--- config.mk ---
export PLATFORM = sky130hd
export DESIGN_NAME = eag_top
export DESIGN_NICKNAME = d
export VERILOG_FILES = /design/src/hdl/eag_pkg.sv /design/src/hdl/eag_top.sv /design/src/hdl/eag_sign_event.sv
export SDC_FILE = /design/constraint.sdc
export NUM_CORES = 1
export LEC_CHECK = 0
export ABC_AREA = 1
export BUFFER_PORTS_ARGS = -buffer_cell sky130_fd_sc_hd__buf_2
export CORE_MARGIN = 5
export CORE_UTILIZATION = 53
export CTS_CLUSTER_DIAMETER = 120
export DETAILED_ROUTE_END_ITERATION = 10
export PLACE_DENSITY = 0.88
export SLEW_MARGIN = 20
export SYNTH_ARGS = -nofsm -noshare
export SYNTH_HDL_FRONTEND = slang
export SYNTH_SLANG_ARGS = --single-unit
--- constraint.sdc ---
create_clock -name pclk -period 1.5 [get_ports pclk]
set_input_delay 0.225 -clock pclk [delete_from_list [all_inputs] [get_ports pclk]]
set_output_delay 0.225 -clock pclk [all_outputs]
set_load 0.05 [all_outputs]
--- src/hdl/eag_pkg.sv ---
// Constants shared by the energy accumulation and gain configuration block
package eag_pkg;

    // ==========================================================
    // Widths
    // ==========================================================
    localparam int PWR_W      = 24;   // Power sample width, two's complement
    localparam int GAIN_FLD_W = 3;    // Amplifier gain field width
    localparam int IRQ_W      = 3;    // Number of interrupt sources

    // ==========================================================
    // Register indices and APB byte addresses
    // ==========================================================
    localparam logic [9:0]  IDX_ACC   = 10'h00f;  // Accumulation mode control
    localparam logic [9:0]  IDX_GAIN  = 10'h01b;  // Channel gain control
    localparam logic [9:0]  IDX_STAT  = 10'h020;  // Interrupt status
    localparam logic [9:0]  IDX_MASK  = 10'h021;  // Interrupt mask
    localparam logic [11:0] ADDR_ACC  = {IDX_ACC, 2'h0};
    localparam logic [11:0] ADDR_GAIN = {IDX_GAIN, 2'h0};
    localparam logic [11:0] ADDR_STAT = {IDX_STAT, 2'h0};
    localparam logic [11:0] ADDR_MASK = {IDX_MASK, 2'h0};

    // ==========================================================
    // Accumulation mode control fields
    // ==========================================================
    localparam int ACC_TAMPER_BIT  = 7;  // Tamper current input indicator
    localparam int ACC_FAULT_BIT   = 6;  // Fault event select
    localparam int ACC_REA_SEL_BIT = 5;  // Reactive sign event select
    localparam int ACC_ACT_SEL_BIT = 4;  // Active sign event select
    localparam int ACC_REA_ABS_BIT = 3;  // Reactive absolute accumulate
    localparam int ACC_REA_SBA_BIT = 2;  // Reactive signed by active
    localparam int ACC_ACT_POS_BIT = 1;  // Active positive only
    localparam int ACC_ACT_ABS_BIT = 0;  // Active absolute
    localparam logic [7:0] ACC_RESET = 8'h00;
    localparam logic [7:0] ACC_WMASK = 8'h7f;  // Indicator bit is read only

    // ==========================================================
    // Channel gain control fields
    // ==========================================================
    localparam int GAIN_VOLT_LSB = 5;  // Voltage amp gain [7:5]
    localparam int GAIN_LOC_BIT  = 3;  // Pulse sign detect location
    localparam int GAIN_CUR_LSB  = 0;  // Current amp gain [2:0]
    localparam logic [7:0] GAIN_RESET = 8'h00;
    localparam logic [7:0] GAIN_WMASK = 8'hef;  // Bit 4 reserved

    // ==========================================================
    // Interrupt status and mask fields
    // ==========================================================
    localparam int IRQ_ACT_BIT   = 0;  // Active power sign change
    localparam int IRQ_REA_BIT   = 1;  // Reactive power sign change
    localparam int IRQ_FAULT_BIT = 2;  // Fault mode change
    localparam logic [IRQ_W-1:0] IRQ_RESET = 3'h0;

endpackage

--- src/hdl/eag_top.sv ---
// Accumulation mode and channel gain configuration with APB slave
//
// Local design decision: register access over APB.
`timescale 1ns/10ps

// How it works
// Bit 7 reports tamper current input used
// Bit 6 picks fault entry or exit
// Bit 5 picks reactive sign change direction
// Bit 4 picks active sign change direction
// Bit 3 accumulates absolute reactive power
// Bit 2 flips reactive sign when active negative
// Bit 1 accumulates only positive active power
// Bit 0 accumulates absolute active power
// Gain bits 7:5 set voltage amp gain
// Gain bits 2:0 set current amp gain
// Gain bit 3 picks sign detect location
// Active sign change sets its status flag
// Fault change sets fault status flag
// Software writes only gain codes 0 to 4
module eag_top
(
    // Clock and reset
    input  wire logic                       pclk,
    input  wire logic                       presetn,
    // APB slave
    input  wire logic [11:0]                paddr,
    input  wire logic                       psel,
    input  wire logic                       penable,
    input  wire logic                       pwrite,
    input  wire logic [31:0]                pwdata,
    output logic      [31:0]                prdata,
    output logic                            pready,
    output logic                            pslverr,
    // Metering core inputs
    input  wire logic                       power_valid,
    input  wire logic [eag_pkg::PWR_W-1:0]  active_power,
    input  wire logic [eag_pkg::PWR_W-1:0]  reactive_power,
    input  wire logic                       active_pulse,
    input  wire logic                       active_pulse_negative,
    input  wire logic                       reactive_pulse,
    input  wire logic                       reactive_pulse_negative,
    input  wire logic                       fault_mode,
    input  wire logic                       tamper_current_input_indicator,
    // Accumulator feed
    output logic                            active_accum_valid,
    output logic      [eag_pkg::PWR_W-1:0]  active_accum_value,
    output logic                            reactive_accum_valid,
    output logic      [eag_pkg::PWR_W-1:0]  reactive_accum_value,
    // Front end and pulse configuration
    output logic [eag_pkg::GAIN_FLD_W-1:0]  voltage_amp_gain,
    output logic [eag_pkg::GAIN_FLD_W-1:0]  current_amp_gain,
    output logic                            pulse_sign_detect_location,
    // Interrupt
    output logic                            irq
);

    // ==========================================================
    // State
    // ==========================================================
    typedef struct packed
    {
        logic [7:0]                  acc;       // Accumulation mode control
        logic [7:0]                  gain;      // Channel gain control
        logic [eag_pkg::IRQ_W-1:0]   status;    // Sticky interrupt flags
        logic [eag_pkg::IRQ_W-1:0]   mask;      // Interrupt enables
        logic [31:0]                 rdata;     // Read data captured in setup
        logic                        err;       // Unmapped address flag
        logic                        act_vld;   // Active feed strobe
        logic [eag_pkg::PWR_W-1:0]   act_val;   // Active feed value
        logic                        rea_vld;   // Reactive feed strobe
        logic [eag_pkg::PWR_W-1:0]   rea_val;   // Reactive feed value
    } eag_state_s;

    localparam logic [eag_pkg::PWR_W-1:0] PWR_MAX = {1'b0, {(eag_pkg::PWR_W-1){1'b1}}};
    localparam logic [eag_pkg::PWR_W-1:0] PWR_MIN = {1'b1, {(eag_pkg::PWR_W-1){1'b0}}};

    eag_state_s                r;           // Registered state
    eag_state_s                n;           // Next state
    logic                      setup_ph;    // APB setup cycle
    logic                      access_ph;   // APB access cycle
    logic [eag_pkg::IRQ_W-1:0] evt;         // Event pulses this cycle
    logic                      act_smp_vld; // Active sign sample strobe
    logic                      act_smp_neg; // Active sign sample level
    logic                      rea_smp_vld; // Reactive sign sample strobe
    logic                      rea_smp_neg; // Reactive sign sample level

    // Negate with saturation so the most negative code cannot wrap
    function automatic logic [eag_pkg::PWR_W-1:0] sat_neg
    (
        input logic [eag_pkg::PWR_W-1:0] x
    );
        sat_neg = (x == PWR_MIN) ? PWR_MAX : (~x + 1'b1);
    endfunction

    // Magnitude with saturation
    function automatic logic [eag_pkg::PWR_W-1:0] sat_abs
    (
        input logic [eag_pkg::PWR_W-1:0] x
    );
        sat_abs = x[eag_pkg::PWR_W-1] ? sat_neg(x) : x;
    endfunction

    // ==========================================================
    // APB phase decode
    // ==========================================================
    assign setup_ph  = psel & ~penable;
    assign access_ph = psel & penable;
    assign pready    = 1'b1;

    // ==========================================================
    // Sign and fault event detection
    // ==========================================================
    // Filtered power samples or per-pulse sign as detection source
    always_comb
    begin
        if (r.gain[eag_pkg::GAIN_LOC_BIT])
        begin
            act_smp_vld = active_pulse;
            act_smp_neg = active_pulse_negative;
            rea_smp_vld = reactive_pulse;
            rea_smp_neg = reactive_pulse_negative;
        end
        else
        begin
            act_smp_vld = power_valid;
            act_smp_neg = active_power[eag_pkg::PWR_W-1];
            rea_smp_vld = power_valid;
            rea_smp_neg = reactive_power[eag_pkg::PWR_W-1];
        end
    end

    // Active power sign change
    eag_sign_event u_act_evt
    (
        .pclk          (pclk),
        .presetn       (presetn),
        .sample_valid  (act_smp_vld),
        .sample_level  (act_smp_neg),
        .rising_select (r.acc[eag_pkg::ACC_ACT_SEL_BIT]),
        .change_event  (evt[eag_pkg::IRQ_ACT_BIT])
    );

    // Reactive power sign change
    eag_sign_event u_rea_evt
    (
        .pclk          (pclk),
        .presetn       (presetn),
        .sample_valid  (rea_smp_vld),
        .sample_level  (rea_smp_neg),
        .rising_select (r.acc[eag_pkg::ACC_REA_SEL_BIT]),
        .change_event  (evt[eag_pkg::IRQ_REA_BIT])
    );

    // Fault mode entry or exit, sampled every cycle
    eag_sign_event u_flt_evt
    (
        .pclk          (pclk),
        .presetn       (presetn),
        .sample_valid  (1'b1),
        .sample_level  (fault_mode),
        .rising_select (r.acc[eag_pkg::ACC_FAULT_BIT]),
        .change_event  (evt[eag_pkg::IRQ_FAULT_BIT])
    );

    // ==========================================================
    // Next state
    // ==========================================================
    always_comb
    begin
        n         = r;
        n.act_vld = power_valid;
        n.rea_vld = power_valid;
        // Capture read data and decode error in the setup cycle
        if (setup_ph)
        begin
            n.rdata = 32'h0000_0000;
            n.err   = 1'b0;
            case (paddr)
                eag_pkg::ADDR_ACC:
                begin
                    n.rdata[7:0] = {tamper_current_input_indicator,
                                    r.acc[6:0]};
                end
                eag_pkg::ADDR_GAIN: n.rdata[7:0] = r.gain;
                eag_pkg::ADDR_STAT: n.rdata[eag_pkg::IRQ_W-1:0] = r.status;
                eag_pkg::ADDR_MASK: n.rdata[eag_pkg::IRQ_W-1:0] = r.mask;
                default:            n.err = 1'b1;
            endcase
        end
        // Writes take effect at the end of the access cycle
        if (access_ph && pwrite)
        begin
            case (paddr)
                eag_pkg::ADDR_ACC:  n.acc  = pwdata[7:0] & eag_pkg::ACC_WMASK;
                eag_pkg::ADDR_GAIN: n.gain = pwdata[7:0] & eag_pkg::GAIN_WMASK;
                eag_pkg::ADDR_MASK: n.mask = pwdata[eag_pkg::IRQ_W-1:0];
                default:            n.acc  = r.acc;
            endcase
        end
        // Write one to clear; a same-cycle event wins over the clear
        if (access_ph && pwrite && (paddr == eag_pkg::ADDR_STAT))
        begin
            n.status = r.status & ~pwdata[eag_pkg::IRQ_W-1:0];
        end
        n.status = n.status | evt;
        // Active power shaping
        if (power_valid)
        begin
            if (r.acc[eag_pkg::ACC_ACT_ABS_BIT])
            begin
                n.act_val = sat_abs(active_power);
            end
            else if (r.acc[eag_pkg::ACC_ACT_POS_BIT] && active_power[eag_pkg::PWR_W-1])
            begin
                n.act_val = '0;
            end
            else
            begin
                n.act_val = active_power;
            end
            // Reactive power shaping
            if (r.acc[eag_pkg::ACC_REA_ABS_BIT])
            begin
                n.rea_val = sat_abs(reactive_power);
            end
            else if (r.acc[eag_pkg::ACC_REA_SBA_BIT] && active_power[eag_pkg::PWR_W-1])
            begin
                n.rea_val = sat_neg(reactive_power);
            end
            else
            begin
                n.rea_val = reactive_power;
            end
        end
    end

    // State register
    always_ff @(posedge pclk or negedge presetn)
    begin
        if (!presetn)
        begin
            r        <= '0;
            r.acc    <= eag_pkg::ACC_RESET;
            r.gain   <= eag_pkg::GAIN_RESET;
            r.status <= eag_pkg::IRQ_RESET;
            r.mask   <= eag_pkg::IRQ_RESET;
        end
        else
        begin
            r <= n;
        end
    end

    // ==========================================================
    // Outputs
    // ==========================================================
    assign prdata                     = r.rdata;
    assign pslverr                    = r.err;
    assign active_accum_valid         = r.act_vld;
    assign active_accum_value         = r.act_val;
    assign reactive_accum_valid       = r.rea_vld;
    assign reactive_accum_value       = r.rea_val;
    assign voltage_amp_gain           = r.gain[eag_pkg::GAIN_VOLT_LSB +: eag_pkg::GAIN_FLD_W];
    assign current_amp_gain           = r.gain[eag_pkg::GAIN_CUR_LSB +: eag_pkg::GAIN_FLD_W];
    assign pulse_sign_detect_location = r.gain[eag_pkg::GAIN_LOC_BIT];
    assign irq                        = |(r.status & r.mask);

    // ==========================================================
    // Assertions
    // ==========================================================
    AST_TAMPER_READ: assert property (@(posedge pclk) disable iff (!presetn)
        (access_ph && !pwrite && paddr == eag_pkg::ADDR_ACC && $past(setup_ph))
        |-> prdata[7] == $past(tamper_current_input_indicator))
        else $error("Tamper indicator read mismatch");

    AST_FAULT_DIR: assert property (@(posedge pclk) disable iff (!presetn)
        evt[eag_pkg::IRQ_FAULT_BIT] |-> ($past(fault_mode) != $past(fault_mode, 2))
        && ($past(fault_mode) == !$past(r.acc[eag_pkg::ACC_FAULT_BIT])))
        else $error("Fault event in wrong direction");

    AST_REA_DIR: assert property (@(posedge pclk) disable iff (!presetn)
        evt[eag_pkg::IRQ_REA_BIT] |->
        $past(rea_smp_neg) == !$past(r.acc[eag_pkg::ACC_REA_SEL_BIT]))
        else $error("Reactive sign event in wrong direction");

    AST_ACT_DIR: assert property (@(posedge pclk) disable iff (!presetn)
        evt[eag_pkg::IRQ_ACT_BIT] |->
        $past(act_smp_neg) == !$past(r.acc[eag_pkg::ACC_ACT_SEL_BIT]))
        else $error("Active sign event in wrong direction");

    AST_REA_ABS: assert property (@(posedge pclk) disable iff (!presetn)
        ($past(power_valid) && $past(r.acc[eag_pkg::ACC_REA_ABS_BIT]))
        |-> !reactive_accum_value[eag_pkg::PWR_W-1])
        else $error("Absolute reactive value negative");

    AST_REA_SBA: assert property (@(posedge pclk) disable iff (!presetn)
        ($past(power_valid) && $past(r.acc[3:2]) == 2'b01
         && $past(active_power[eag_pkg::PWR_W-1]) && $past(reactive_power) != PWR_MIN)
        |-> (reactive_accum_value + $past(reactive_power)) == '0)
        else $error("Reactive sign not inverted");

    AST_ACT_POS: assert property (@(posedge pclk) disable iff (!presetn)
        ($past(power_valid) && $past(r.acc[1:0]) == 2'b10)
        |-> active_accum_value == (($past(active_power) >= PWR_MIN) ? '0 : $past(active_power)))
        else $error("Positive only active mismatch");

    AST_ACT_ABS: assert property (@(posedge pclk) disable iff (!presetn)
        ($past(power_valid) && $past(r.acc[eag_pkg::ACC_ACT_ABS_BIT]))
        |-> !active_accum_value[eag_pkg::PWR_W-1])
        else $error("Absolute active value negative");

    AST_GAIN_WR: assert property (@(posedge pclk) disable iff (!presetn)
        (access_ph && pwrite && paddr == eag_pkg::ADDR_GAIN)
        |=> voltage_amp_gain == $past(pwdata[7:5]) && current_amp_gain == $past(pwdata[2:0])
        && pulse_sign_detect_location == $past(pwdata[3]))
        else $error("Gain fields not updated");

    AST_ACT_FLAG: assert property (@(posedge pclk) disable iff (!presetn)
        evt[eag_pkg::IRQ_ACT_BIT] |=> r.status[eag_pkg::IRQ_ACT_BIT])
        else $error("Active sign flag not set");

    AST_FAULT_FLAG: assert property (@(posedge pclk) disable iff (!presetn)
        evt[eag_pkg::IRQ_FAULT_BIT] |=> r.status[eag_pkg::IRQ_FAULT_BIT])
        else $error("Fault flag not set");

endmodule // eag_top

--- src/hdl/eag_sign_event.sv ---
// Directional level change detector used for sign and fault events
`timescale 1ns/10ps

module eag_sign_event
(
    // Clock and reset
    input  wire logic pclk,
    input  wire logic presetn,
    // Sample side
    input  wire logic sample_valid,     // New sample this cycle
    input  wire logic sample_level,     // Negative sign or fault level
    input  wire logic rising_select,    // 1: high to low, 0: low to high
    // Event side
    output logic      change_event      // One cycle pulse
);

    // ==========================================================
    // State
    // ==========================================================
    typedef struct packed
    {
        logic primed;     // A first sample has been seen
        logic last_level; // Level of the previous sample
        logic event_hit;  // Registered event pulse
    } eag_sign_state_s;

    eag_sign_state_s state_reg;   // Registered state
    eag_sign_state_s state_next;  // Next state

    // Next state: event when level moves in the selected direction
    always_comb
    begin
        state_next           = state_reg;
        state_next.event_hit = 1'b0;
        if (sample_valid)
        begin
            // Select 0 wants low to high, select 1 wants high to low
            if (state_reg.primed && (state_reg.last_level != sample_level) &&
                (sample_level == ~rising_select))
            begin
                state_next.event_hit = 1'b1;
            end
            state_next.last_level = sample_level;
            state_next.primed     = 1'b1;
        end
    end

    // State register
    always_ff @(posedge pclk or negedge presetn)
    begin
        if (!presetn)
        begin
            state_reg <= '0;
        end
        else
        begin
            state_reg <= state_next;
        end
    end

    assign change_event = state_reg.event_hit;

endmodule // eag_sign_event

==> results by group, run 1 <==
Hold path
  • Min-delay worst type: primary input to flop
  • Worst hold stages: 1
  • Hold Path Sink: u_flt_evt.state_reg[1]
  • HP Start: fault_mode

Critical path
  • Setup crit end kind: flop
  • Buf/Inv on CP: 2
  • Delay-heaviest family, CP: buffers and inverters
  • Critical path's most frequent cell: o21ai_0
  • Critical path required time: 1.73 ns
  • Worst-case reg-to-reg path depth: 5
  • Worst path max stage delay: between 0.4 and 0.5 ns
  • Worst Path Max Fanout: 19
  • Reg-to-Reg Start: r[97]
  • Arr. time, crit path: between 1.5 and 2 ns
  • Worst Setup Start Kind: flop
  • CP Cell Sequence: buf_4 -> inv_2 -> o21ai_0 -> o21ai_0 -> nand2_1
  • R2r setup slk: 0.08 ns
  • Crit Path Class: flop to flop
  • FF-to-FF End: prdata[0]
  • Slowest cell on crit path: dfrtp_1

Logic synthesis
  • Mapped Cells: 903
  • Top post-synthesis cells by area: dfrtp_1 (34%), nand2_1 (12%), buf_4 (10%)
  • Ys flop type: dfrtp_1
  • Synth Cell Area: roughly 6300 um2
  • Yosys cell types: 43
  • Avg Cell Area, Syn: 7.01 um2
  • Post-synth top area share: 34.4%
  • Leading area contributor after synthesis: dfrtp_1
  • EDFF count, synth: 0
  • Yosys warnings: 0
  • Sequential area share after synthesis: 34.4%
  • Synthesis-stage register bit count: 87
  • FFs w/ async S/R, synth: 100%

CTS
  • Reg clk slew, reported paths: approximately 0.070 ns
  • Clock root cell: clkbuf_16
  • CTS buffer count: 9
  • CTS tree: built
  • Longest Clk Path Bufs: 2
  • Clk Latency, worst-skew pair: 0.35 ns
  • H-tree levels: 3
  • Number of clock sinks: 87

Global route
  • First-pass GRT wire length: about 28000 um
  • GRT overflow: 0
  • Overall routing resource usage: approximately a quarter
  • Largest net degree at the start of global routing: 39
  • Via count of the first global-routing pass: 5856
  • Antenna violations before repair: 0

Cells and area
  • Fillers: 1058
  • Layout cells sized above 1: 26.5%
  • Nets@finish: around 1200
  • Ant diodes: 0
  • Area of the multi-input gates: 3140 um2
  • Layout area overhead: 18.4%
  • FF/Latch Area: 2180 um2
  • Finished Cell Area: 7500 um2

Floorplan
  • Chip width: 119 um
  • Initial core utilization: 53.4%
  • Row count: 40
  • Die Y-Extent: roughly 120 um
  • Die area: 14200 um2
  • # IOs: 196
  • Core area: 11900 um2

Route
  • Vias: 6306
  • DRC violations left: 0
  • DRT iter0 DRCs: 527
  • Routed wire length: 17400 um
  • Antenna-violating nets left: 0
  • Vias/cell: 5.27
  • DR WL/cell: 14.5 um
  • TritonRoute pass-1 iters: 5

STA
  • RSZ-0062 raised after global routing: true
  • Final Cycle Share: a little over nine tenths
  • Minimum clock period: 1.42 ns
  • Worst-Margin Slew: 0.581 ns
  • Final count of hold timing violations: 0
  • Pins Over Slew Limit: 0
  • Worst setup margin: 0.0813 ns
  • Setup violators final: 0
  • Skew final: around 0.0077 ns
  • Slew headroom: between 60% and 70%
  • Fmax: 705 MHz

Place
  • Gpl congestion: 0.926
  • HPWL after detailed placement: 13400 um
  • Placed Area: 7150 um2
  • Port Buffers: 146
  • Setup Slack @ Placement: -0.186 ns

Pwr
  • Peak supply drop: 0.000621 V
  • Tot Pwr: 0.00657 W
  • Lkg Pwr: between 3 and 4 nW
  • Pwr Density: 877 nW/um2

Status
  • Outcome: completed

Job
  • Max cap viols: 0
[metal layers]
metal / GRT usage, % / routed length (um) / vias to the layer above / share of wire, %
met5: 0 / 0 / - / 0
met4: 8.95 / 346 / 0 / 2.0
met3: 3.94 / 947 / 26 / 5.4
met2: 38.2 / 8150 / 219 / 47
met1: 32.5 / 7950 / 2939 / 46
li1: - / - / 3122 / -
[placed cells by master (no fill, tap or decap), types with 9 or more instances in the layout]
master / instances
xor2_1: 21
nand3_1: 62
o21ai_0: 54
a31oi_1: 9
dfrtp_1: 87
o21ai_1: 29
a21oi_1: 62
nand4_1: 15
inv_1: 77
conb_1: 26
nand2_1: 202
clkbuf_16: 9
buf_4: 73
nor2_1: 84
buf_2: 144
a211oi_1: 9
nor2_2: 9
inv_2: 13
[worst reg2reg max path, stage by stage, from the launching register on]
cell	delay, ns
dfrtp_1	0.41
buf_4	0.20
inv_2	0.28
o21ai_0	0.14
o21ai_0	0.20
nand2_1	0.07
[where the power goes]
part | internal, W | switching [W] | leakage (nW)
clock | 0.00132 | 0.00103 | 0.150
sequential | 0.00249 | 0.0000797 | 1.05
combinational | 0.000452 | 0.00120 | 2.64
[logic make-up (layout without fill, tap and decap cells)]
logic type | count (synthesis) | count (layout) | synth area share (%)
AO/OA/AOI/OAI | 181 | 181 | 15.6
XOR/XNOR | 24 | 24 | 3.32
adder cells (fa/ha/maj) | 2 | 2 | 0.395
buffers and inverters | 206 | 328 | 17.9
flip-flops | 87 | 87 | 34.4
multiplexers | 2 | 2 | 0.356
other | 2 | 26 | 0.119
AND/OR/NAND/NOR | 399 | 399 | 27.9
[stage by stage]
step           utilization (%)  cells  hold slack [ns]  TNS, ns
2_1_floorplan                -    927          -0.0706        0
3_3_place_gp              60.3   1178            0.188    -2.28
3_5_place_dp              60.3   1178            0.188    -3.57
4_1_cts                   62.9   1195           0.0229        0
5_1_grt                   63.2   1196           0.0193  -0.0195
6_report                  63.2   1196           0.0343        0
[worst max path at each step]
| stage | startpoint | endpoint | cells after the start |
|---|---|---|---|
| after CTS | r[84] | irq | 3 |
| final | r[97] | prdata[0] | 5 |
| after global routing | r[97] | prdata[0] | 5 |
| after global placement | active_power[0] | active_accum_value[22] | 11 |
| after floorplan | r[83] | irq | 2 |
| after detailed placement | active_power[0] | active_accum_value[5] | 11 |
[repair_timing]
| item | 4_1_cts | 5_1_grt |
|---|---|---|
| hold buffers | 1 | 0 |
| hold endpoints to repair | 28 | 0 |
| setup endpoints to repair | 0 | 15 |
| setup buffers | 0 | 1 |
| gates resized for setup | 0 | 7 |
[final cells by class]
type / count / area share, %
clock buffers: 10 / 3.05
clock inverters: 6 / 1.02
inverters: 90 / 4.50
multi-input cells: 634 / 41.8
flip-flops and latches: 87 / 29.0
well taps: 147 / 2.45
repair buffers: 222 / 18.1
[cells in the mapped netlist (13+ instances only)]
library cell,n
nand2_1,203
xor2_1,21
a21oi_1,62
nand4_1,15
o21ai_0,54
dfrtp_1,87
clkbuf_1,18
inv_2,13
nand3_1,62
nor2_1,85
o21ai_1,29
inv_1,77
buf_4,88
Note: power is estimated with default switching activity, not from simulation.
==> inputs of run 2 (changes only) <==
--- a/config.mk
+++ b/config.mk
@@ -5,10 +5,10 @@
 export SDC_FILE = /design/constraint.sdc
 export NUM_CORES = 1
 export LEC_CHECK = 0
-export ABC_AREA = 1
+export ABC_AREA = 0
 export BUFFER_PORTS_ARGS = -buffer_cell sky130_fd_sc_hd__buf_2
 export CORE_MARGIN = 5
-export CORE_UTILIZATION = 53
+export CORE_UTILIZATION = 52
 export CTS_CLUSTER_DIAMETER = 120
 export DETAILED_ROUTE_END_ITERATION = 10
 export PLACE_DENSITY = 0.88
==> run 2 against run 1 <==
  * The run now ends with setup timing left
  * Combinational power increased by 11%
  * Area after synthesis decreased by 4.4%
  * Cell count decreased by 8.8%
  * Total power increased by 1.9%
  * Via count increased by 10%
  * Sequential power about the same
  * Synthesized cell count decreased by 24%
  * Sequential share of layout area decreased by 5.2 points
  * Non-clock buffer count increased by 126
==> results by group, run 2 <==
Route
  • Vias/cell: 6.39
  • TritonRoute pass-1 iters: 7
  • Vias: 6967
  • DRC violations left: 0
  • DR WL/cell: 21.2 um
  • Routed wire length: 23100 um
  • Antenna-violating nets left: 0
  • DRT iter0 DRCs: 590

Job
  • Max cap viols: 0

Pwr
  • Pwr Density: 733 nW/um2
  • Tot Pwr: between 0.006 and 0.007 W
  • Lkg Pwr: 4.15 nW
  • Peak supply drop: about 0.00063 V

STA
  • RSZ-0062 raised after global routing: true
  • Minimum clock period: 1.81 ns
  • Pins Over Slew Limit: 0
  • Setup violators final: 61
  • Worst-Margin Slew: 0.571 ns
  • Worst setup margin: -0.314 ns
  • Final count of hold timing violations: 0
  • Fin Setup TNS: -8.67 ns
  • Skew final: 0.0139 ns
  • Worst hold slack: ~0.11 ns
  • Final Cycle Share: 121%
  • Slew headroom: approximately 60%
  • Fmax: between 500 and 600 MHz

Hold path
  • HP Start: pwdata[7]
  • Min-delay worst type: primary input to flop

Cells and area
  • Most frequent cells in the layout: buf_4 (166), buf_2 (131), dfrtp_1 (85)
  • Nets@finish: 1048
  • Layout cells sized above 1: 54.3%
  • Fillers: ~670
  • Commonest non-fill, non-tap cell in the layout: buf_4
  • Fin util: 80.0%
  • Layout area overhead: 50.9%

CTS
  • Longest Clk Path Bufs: 2
  • CTS tree: built
  • Clock root cell: clkbuf_16
  • Clk Latency, worst-skew pair: ~0.36 ns
  • Reg clk slew, reported paths: roughly 0.070 ns
  • CTS buffer count: 9
  • Number of clock sinks: 87
  • H-tree levels: 3

Place
  • Setup Slack @ Placement: -0.847 ns
  • Port Buffers: between 100 and 150
  • Gpl congestion: approximately 0.94
  • HPWL after detailed placement: 14300 um

Logic synthesis
  • Yosys cell types: 78
  • FFs w/ async S/R, synth: 100%
  • Ys flop type: dfrtp_1
  • Synth cell count leaders: buf_4 (90), dfrtp_1 (87), nand2_1 (49), a21oi_1 (41), nor2_1 (41)
  • Post-synth top area share: 36.0%
  • EDFF count, synth: 0
  • Yosys warnings: 0
  • Mapped Cells: slightly below 700
  • Top post-synthesis cells by area: dfrtp_1 (36%), buf_4 (11%), mux2_2 (3.5%)
  • Synth Cell Area: 6060 um2
  • Sequential area share after synthesis: roughly 36%
  • Synthesis-stage register bit count: 87
  • Avg Cell Area, Syn: 8.88 um2
  • Top-count cell post-synth: buf_4
  • Leading area contributor after synthesis: dfrtp_1

Critical path
  • Crit Path Class: primary input to flop
  • Arr. time, crit path: 2.05 ns
  • Crit path from: active_power[10]
  • Critical path required time: 1.74 ns
  • Setup crit end kind: flop
  • Reg-to-Reg Start: r[100]
  • Worst Path Max Fanout: 4
  • Worst Setup Start Kind: primary input

Floorplan
  • Row count: 39
  • Core area: 11400 um2
  • Chip width: 118 um
  • Initial core utilization: 53.0%
  • Die area: ~14000 um2
  • Die Y-Extent: about 120 um
  • # IOs: 196

Global route
  • First-pass GRT wire length: 33500 um
  • M2 GR Usage: 47.4%
  • Met3 usage: 5.81%
  • Antenna violations before repair: 0
  • Largest net degree at the start of global routing: 50
  • GRT overflow: 0
  • Via count of the first global-routing pass: approximately 6600
  • Met1 Track Usage GR: between 30 and 40%
  • Overall routing resource usage: 28.9%
  • Busiest grt layer: met2

Status
  • Outcome: complete, but fails checks
  • Failing checks: setup timing
==> run 2: cell types whose count changed in the layout (fill, tap and decap cells not counted), moves of 34 or more <==
cell | before | now
a21oi_1 | 62 | 28
buf_4 | 73 | 166
inv_1 | 77 | 25
nand2_1 | 202 | 43
nand3_1 | 62 | 13
nor2_1 | 84 | 36
o21ai_0 | 54 | 13
==> run 2: timing repair <==
item	4_1_cts	5_1_grt
pin swaps	52	40
hold buffers	2	0
gates cloned	1	0
gates resized for setup	55	95
hold endpoints to repair	22	0
endpoints found under the setup margin	65	69
setup buffers	27	16
==> run 2: path summary, 6_finish.rpt <==
| kind | slack, ns | depth (start not counted) | end |
|---|---|---|---|
| worst max-delay path | -0.31 | 8 | active_accum_value[15] |
| worst min-delay path | 0.11 | 2 | voltage_amp_gain[2] |
| worst max register to register | -0.07 | 6 | reactive_accum_value[3] |
| worst min register to register | 0.44 | 1 | r[86] |
| max in group asynchronous | 0.66 | 3 | reactive_accum_value[9] |
| min in group asynchronous | 0.33 | 2 | active_accum_value[18] |
==> run 2: cell type report <==
cell class / instances / area, um2 / share of cell area [%]
Sequential cell: 87 / 2180 / 23.9
Clock inverter: 7 / 70.1 / 0.767
Antenna cell: 1 / 2.50 / 0.0274
Tap cell: 143 / 179 / 1.96
Multi-Input combinational cell: 466 / 3740 / 40.9
Timing Repair Buffer: 348 / 2600 / 28.5
Inverter: 30 / 138 / 1.51
Clock buffer: 9 / 225 / 2.46
==> run 2: per-layer routing <==
layer,wire length (um),vias up
li1,-,2966
met1,8720,3343
met2,11000,517
met3,2140,141
met4,1270,0
met5,0,-
==> run 2: metrics by stage <==
stage	std cells	instance area, um2
floorplan	706	6490
global placement	1029	7860
detailed placement	1029	7860
CTS	1075	8630
global route	1090	9140
finish	1091	9140
==> run 2: cell families after synthesis <==
logic type | count (synthesis) | share of synthesized area (%)
simple gates | 210 | 19.6
compound gates | 201 | 23.9
buf+inv | 153 | 15.2
flops | 87 | 36.0
mux | 26 | 4.69
fa+ha+maj | 2 | 0.413
other cells | 2 | 0.124
xor+xnor | 1 | 0.145
==> run 2: worst max-delay path, stage by stage <==
cell	delay, ns
buf_6	0.09
or4_4	0.56
buf_4	0.16
buf_6	0.11
nor2_4	0.20
a31oi_4	0.12
or3_1	0.33
a32o_1	0.26
==> run 2: report_power, final <==
part	switching, W	total [W]	internal, W	leakage [nW]
Sequential	0.0000873	0.00256	0.00247	1.07
Clock	0.00112	0.00230	0.00118	0.144
Combinational	0.00123	0.00183	0.000603	2.93
Total	0.00244	0.00670	0.00426	4.15
==> inputs of run 3 (changes only) <==
==> constraint.sdc (replaced) <==
create_clock -name pclk -period 1.8 [get_ports pclk]
set_input_delay 0.27 -clock pclk [delete_from_list [all_inputs] [get_ports pclk]]
set_output_delay 0.27 -clock pclk [all_outputs]
set_load 0.05 [all_outputs]
==> run 3 against run 2 <==
  * The run still ends with setup timing left
  * Wire length shrank 17%
  * Non-clock buffer count shrank 63
  * Die area is the same
  * Via count shrank 9.9%
  * Largest cell class unchanged
==> results by group, run 3 (synthesis results as in run 2) <==
Status
  • Outcome: complete, but fails checks
  • Failing checks: setup timing

CTS
  • Longest Clk Path Bufs: 2
  • H-tree levels: 3
  • Clock root cell: clkbuf_16
  • CTS tree: built
  • Clk Latency, worst-skew pair: 0.34 ns
  • Reg clk slew, reported paths: 0.07 ns
  • Number of clock sinks: 87
  • CTS buffer count: 9

Critical path
  • Reg-to-Reg Start: r[99]
  • Worst Path Max Fanout: 4
  • Setup crit end kind: flop
  • Worst Setup Start Kind: primary input
  • R2r setup slk: about 0.2 ns
  • Crit Path Class: primary input to flop
  • Critical path required time: 2.03 ns
  • FF-to-FF End: reactive_accum_value[16]
  • Worst-case reg-to-reg path depth: 6
  • Arr. time, crit path: between 2 and 2.5 ns

Global route
  • Overall routing resource usage: 26.6%
  • Via count of the first global-routing pass: 6262
  • Antenna violations before repair: 0
  • First-pass GRT wire length: 31100 um
  • GRT overflow: 0
  • Largest net degree at the start of global routing: 51

Floorplan
  • Die Y-Extent: 118 um
  • Chip width: roughly 120 um
  • # IOs: 196
  • Row count: 39
  • Initial core utilization: 53.0%
  • Die area: 13900 um2
  • Core area: 11400 um2

STA
  • Minimum clock period: 1.85 ns
  • Pins Over Slew Limit: 0
  • Worst hold slack: 0.0667 ns
  • Skew final: 0.00571 ns
  • RSZ-0062 raised after global routing: true
  • Worst setup margin: -0.0471 ns
  • Fmax: approximately 540 MHz
  • Final count of hold timing violations: 0
  • Fin Setup TNS: -0.0471 ns
  • Setup violators final: 1
  • Final Cycle Share: 103%

Route
  • Antenna-violating nets left: 0
  • Vias: between 6000 and 7000
  • DR WL/cell: 18.8 um
  • DRC violations left: 0
  • TritonRoute pass-1 iters: 6
  • Vias/cell: 6.11
  • Routed wire length: slightly below 20000 um
  • DRT iter0 DRCs: 707

Cells and area
  • Commonest non-fill, non-tap cell in the layout: buf_2
  • Ant diodes: 0
  • Layout area overhead: 32.8%
  • Nets@finish: 985
  • Most frequent cells in the layout: buf_2 (139), buf_4 (131), dfrtp_1 (87)
  • Layout cells sized above 1: 43.6%

Job
  • Max cap viols: 0

Pwr
  • Pwr Density: 692 nW/um2
  • Lkg Pwr: roughly 3.7 nW
  • Peak supply drop: approximately 0.00057 V

Hold path
  • HP Start: fault_mode
  • Min-delay worst type: primary input to flop
  • Hold Path Sink: u_flt_evt.state_reg[1]
  • Worst hold stages: 1

Place
  • Port Buffers: between 100 and 150
  • HPWL after detailed placement: 14300 um
  • Gpl congestion: 0.939
-- run 3: cell count changes in the layout (fill, tap and decap cells not counted), moves of 6 or more --
cell and change:
buf_2 +8, a21oi_2 -9, nor3_1 +6, o21ai_0 +13, buf_6 -25, a21oi_1 +10, buf_12 -6, buf_4 -35
o21ai_2 -7
-- run 3: worst max-delay path by stage --
stage,startpoint,to,slack (ns),cells past startpoint
after floorplan,active_power[1],active_accum_value[18],-0.24,7
after global placement,active_power[1],active_accum_value[18],-0.53,9
after detailed placement,active_power[1],active_accum_value[18],-0.58,9
after CTS,active_power[12],active_accum_value[18],0.005,7
after global routing,reactive_power[9],reactive_accum_value[22],-0.09,6
final,active_power[12],active_accum_value[18],-0.05,7
-- run 3: cell type report --
cell class              instances  area (um2)
repair buffers                285        1910
multi-input cells             466        3320
well taps                     143         179
inverters                      30         133
fillers                       841        3380
clock inverters                 7         101
clock buffers                   9         225
flip-flops and latches         87        2180
-- run 3: power by group --
part / switching, W / internal [W]
logic: 0.000944 / 0.000426
clock network: 0.000833 / 0.00123
registers: 0.0000673 / 0.00206
total: 0.00184 / 0.00372
-- run 3: what timing repair did --
action | in CTS | in global routing
hold buffers | 1 | 0
gates cloned | 0 | 0
buffers inserted | 3 | 2
endpoints found under the hold margin | 13 | 0
pin swaps | 5 | 8
resized for setup | 3 | 24
setup endpoints to repair | 19 | 34
-- run 3: critical path, cell delays in order --
cell,delay [ns]
buf_6,0.09
or4_4,0.56
nor4_4,0.28
buf_4,0.18
a21oi_2,0.07
or3_1,0.36
a32o_1,0.27
-- run 3: layer usage --
layer  track usage [%]  routed length (um)
met4              9.25                 516
met2              42.7                9130
met3              5.48                1830
met1              35.9                7810
met5                 0                   0
-- run 3: stage by stage --
step / cells / total power (W) / util, % / setup slack [ns] / area, um2
floorplan: 706 / 0.00315 / - / -0.244 / 6370
global placement: 1005 / 0.00347 / 66.1 / -0.533 / 7550
detailed placement: 1005 / 0.00349 / 66.1 / -0.583 / 7550
CTS: 1025 / 0.00556 / 69.3 / 0.00532 / 7920
global route: 1027 / 0.00576 / 70.4 / -0.0918 / 8040
finish: 1027 / 0.00556 / 70.4 / -0.0471 / 8040
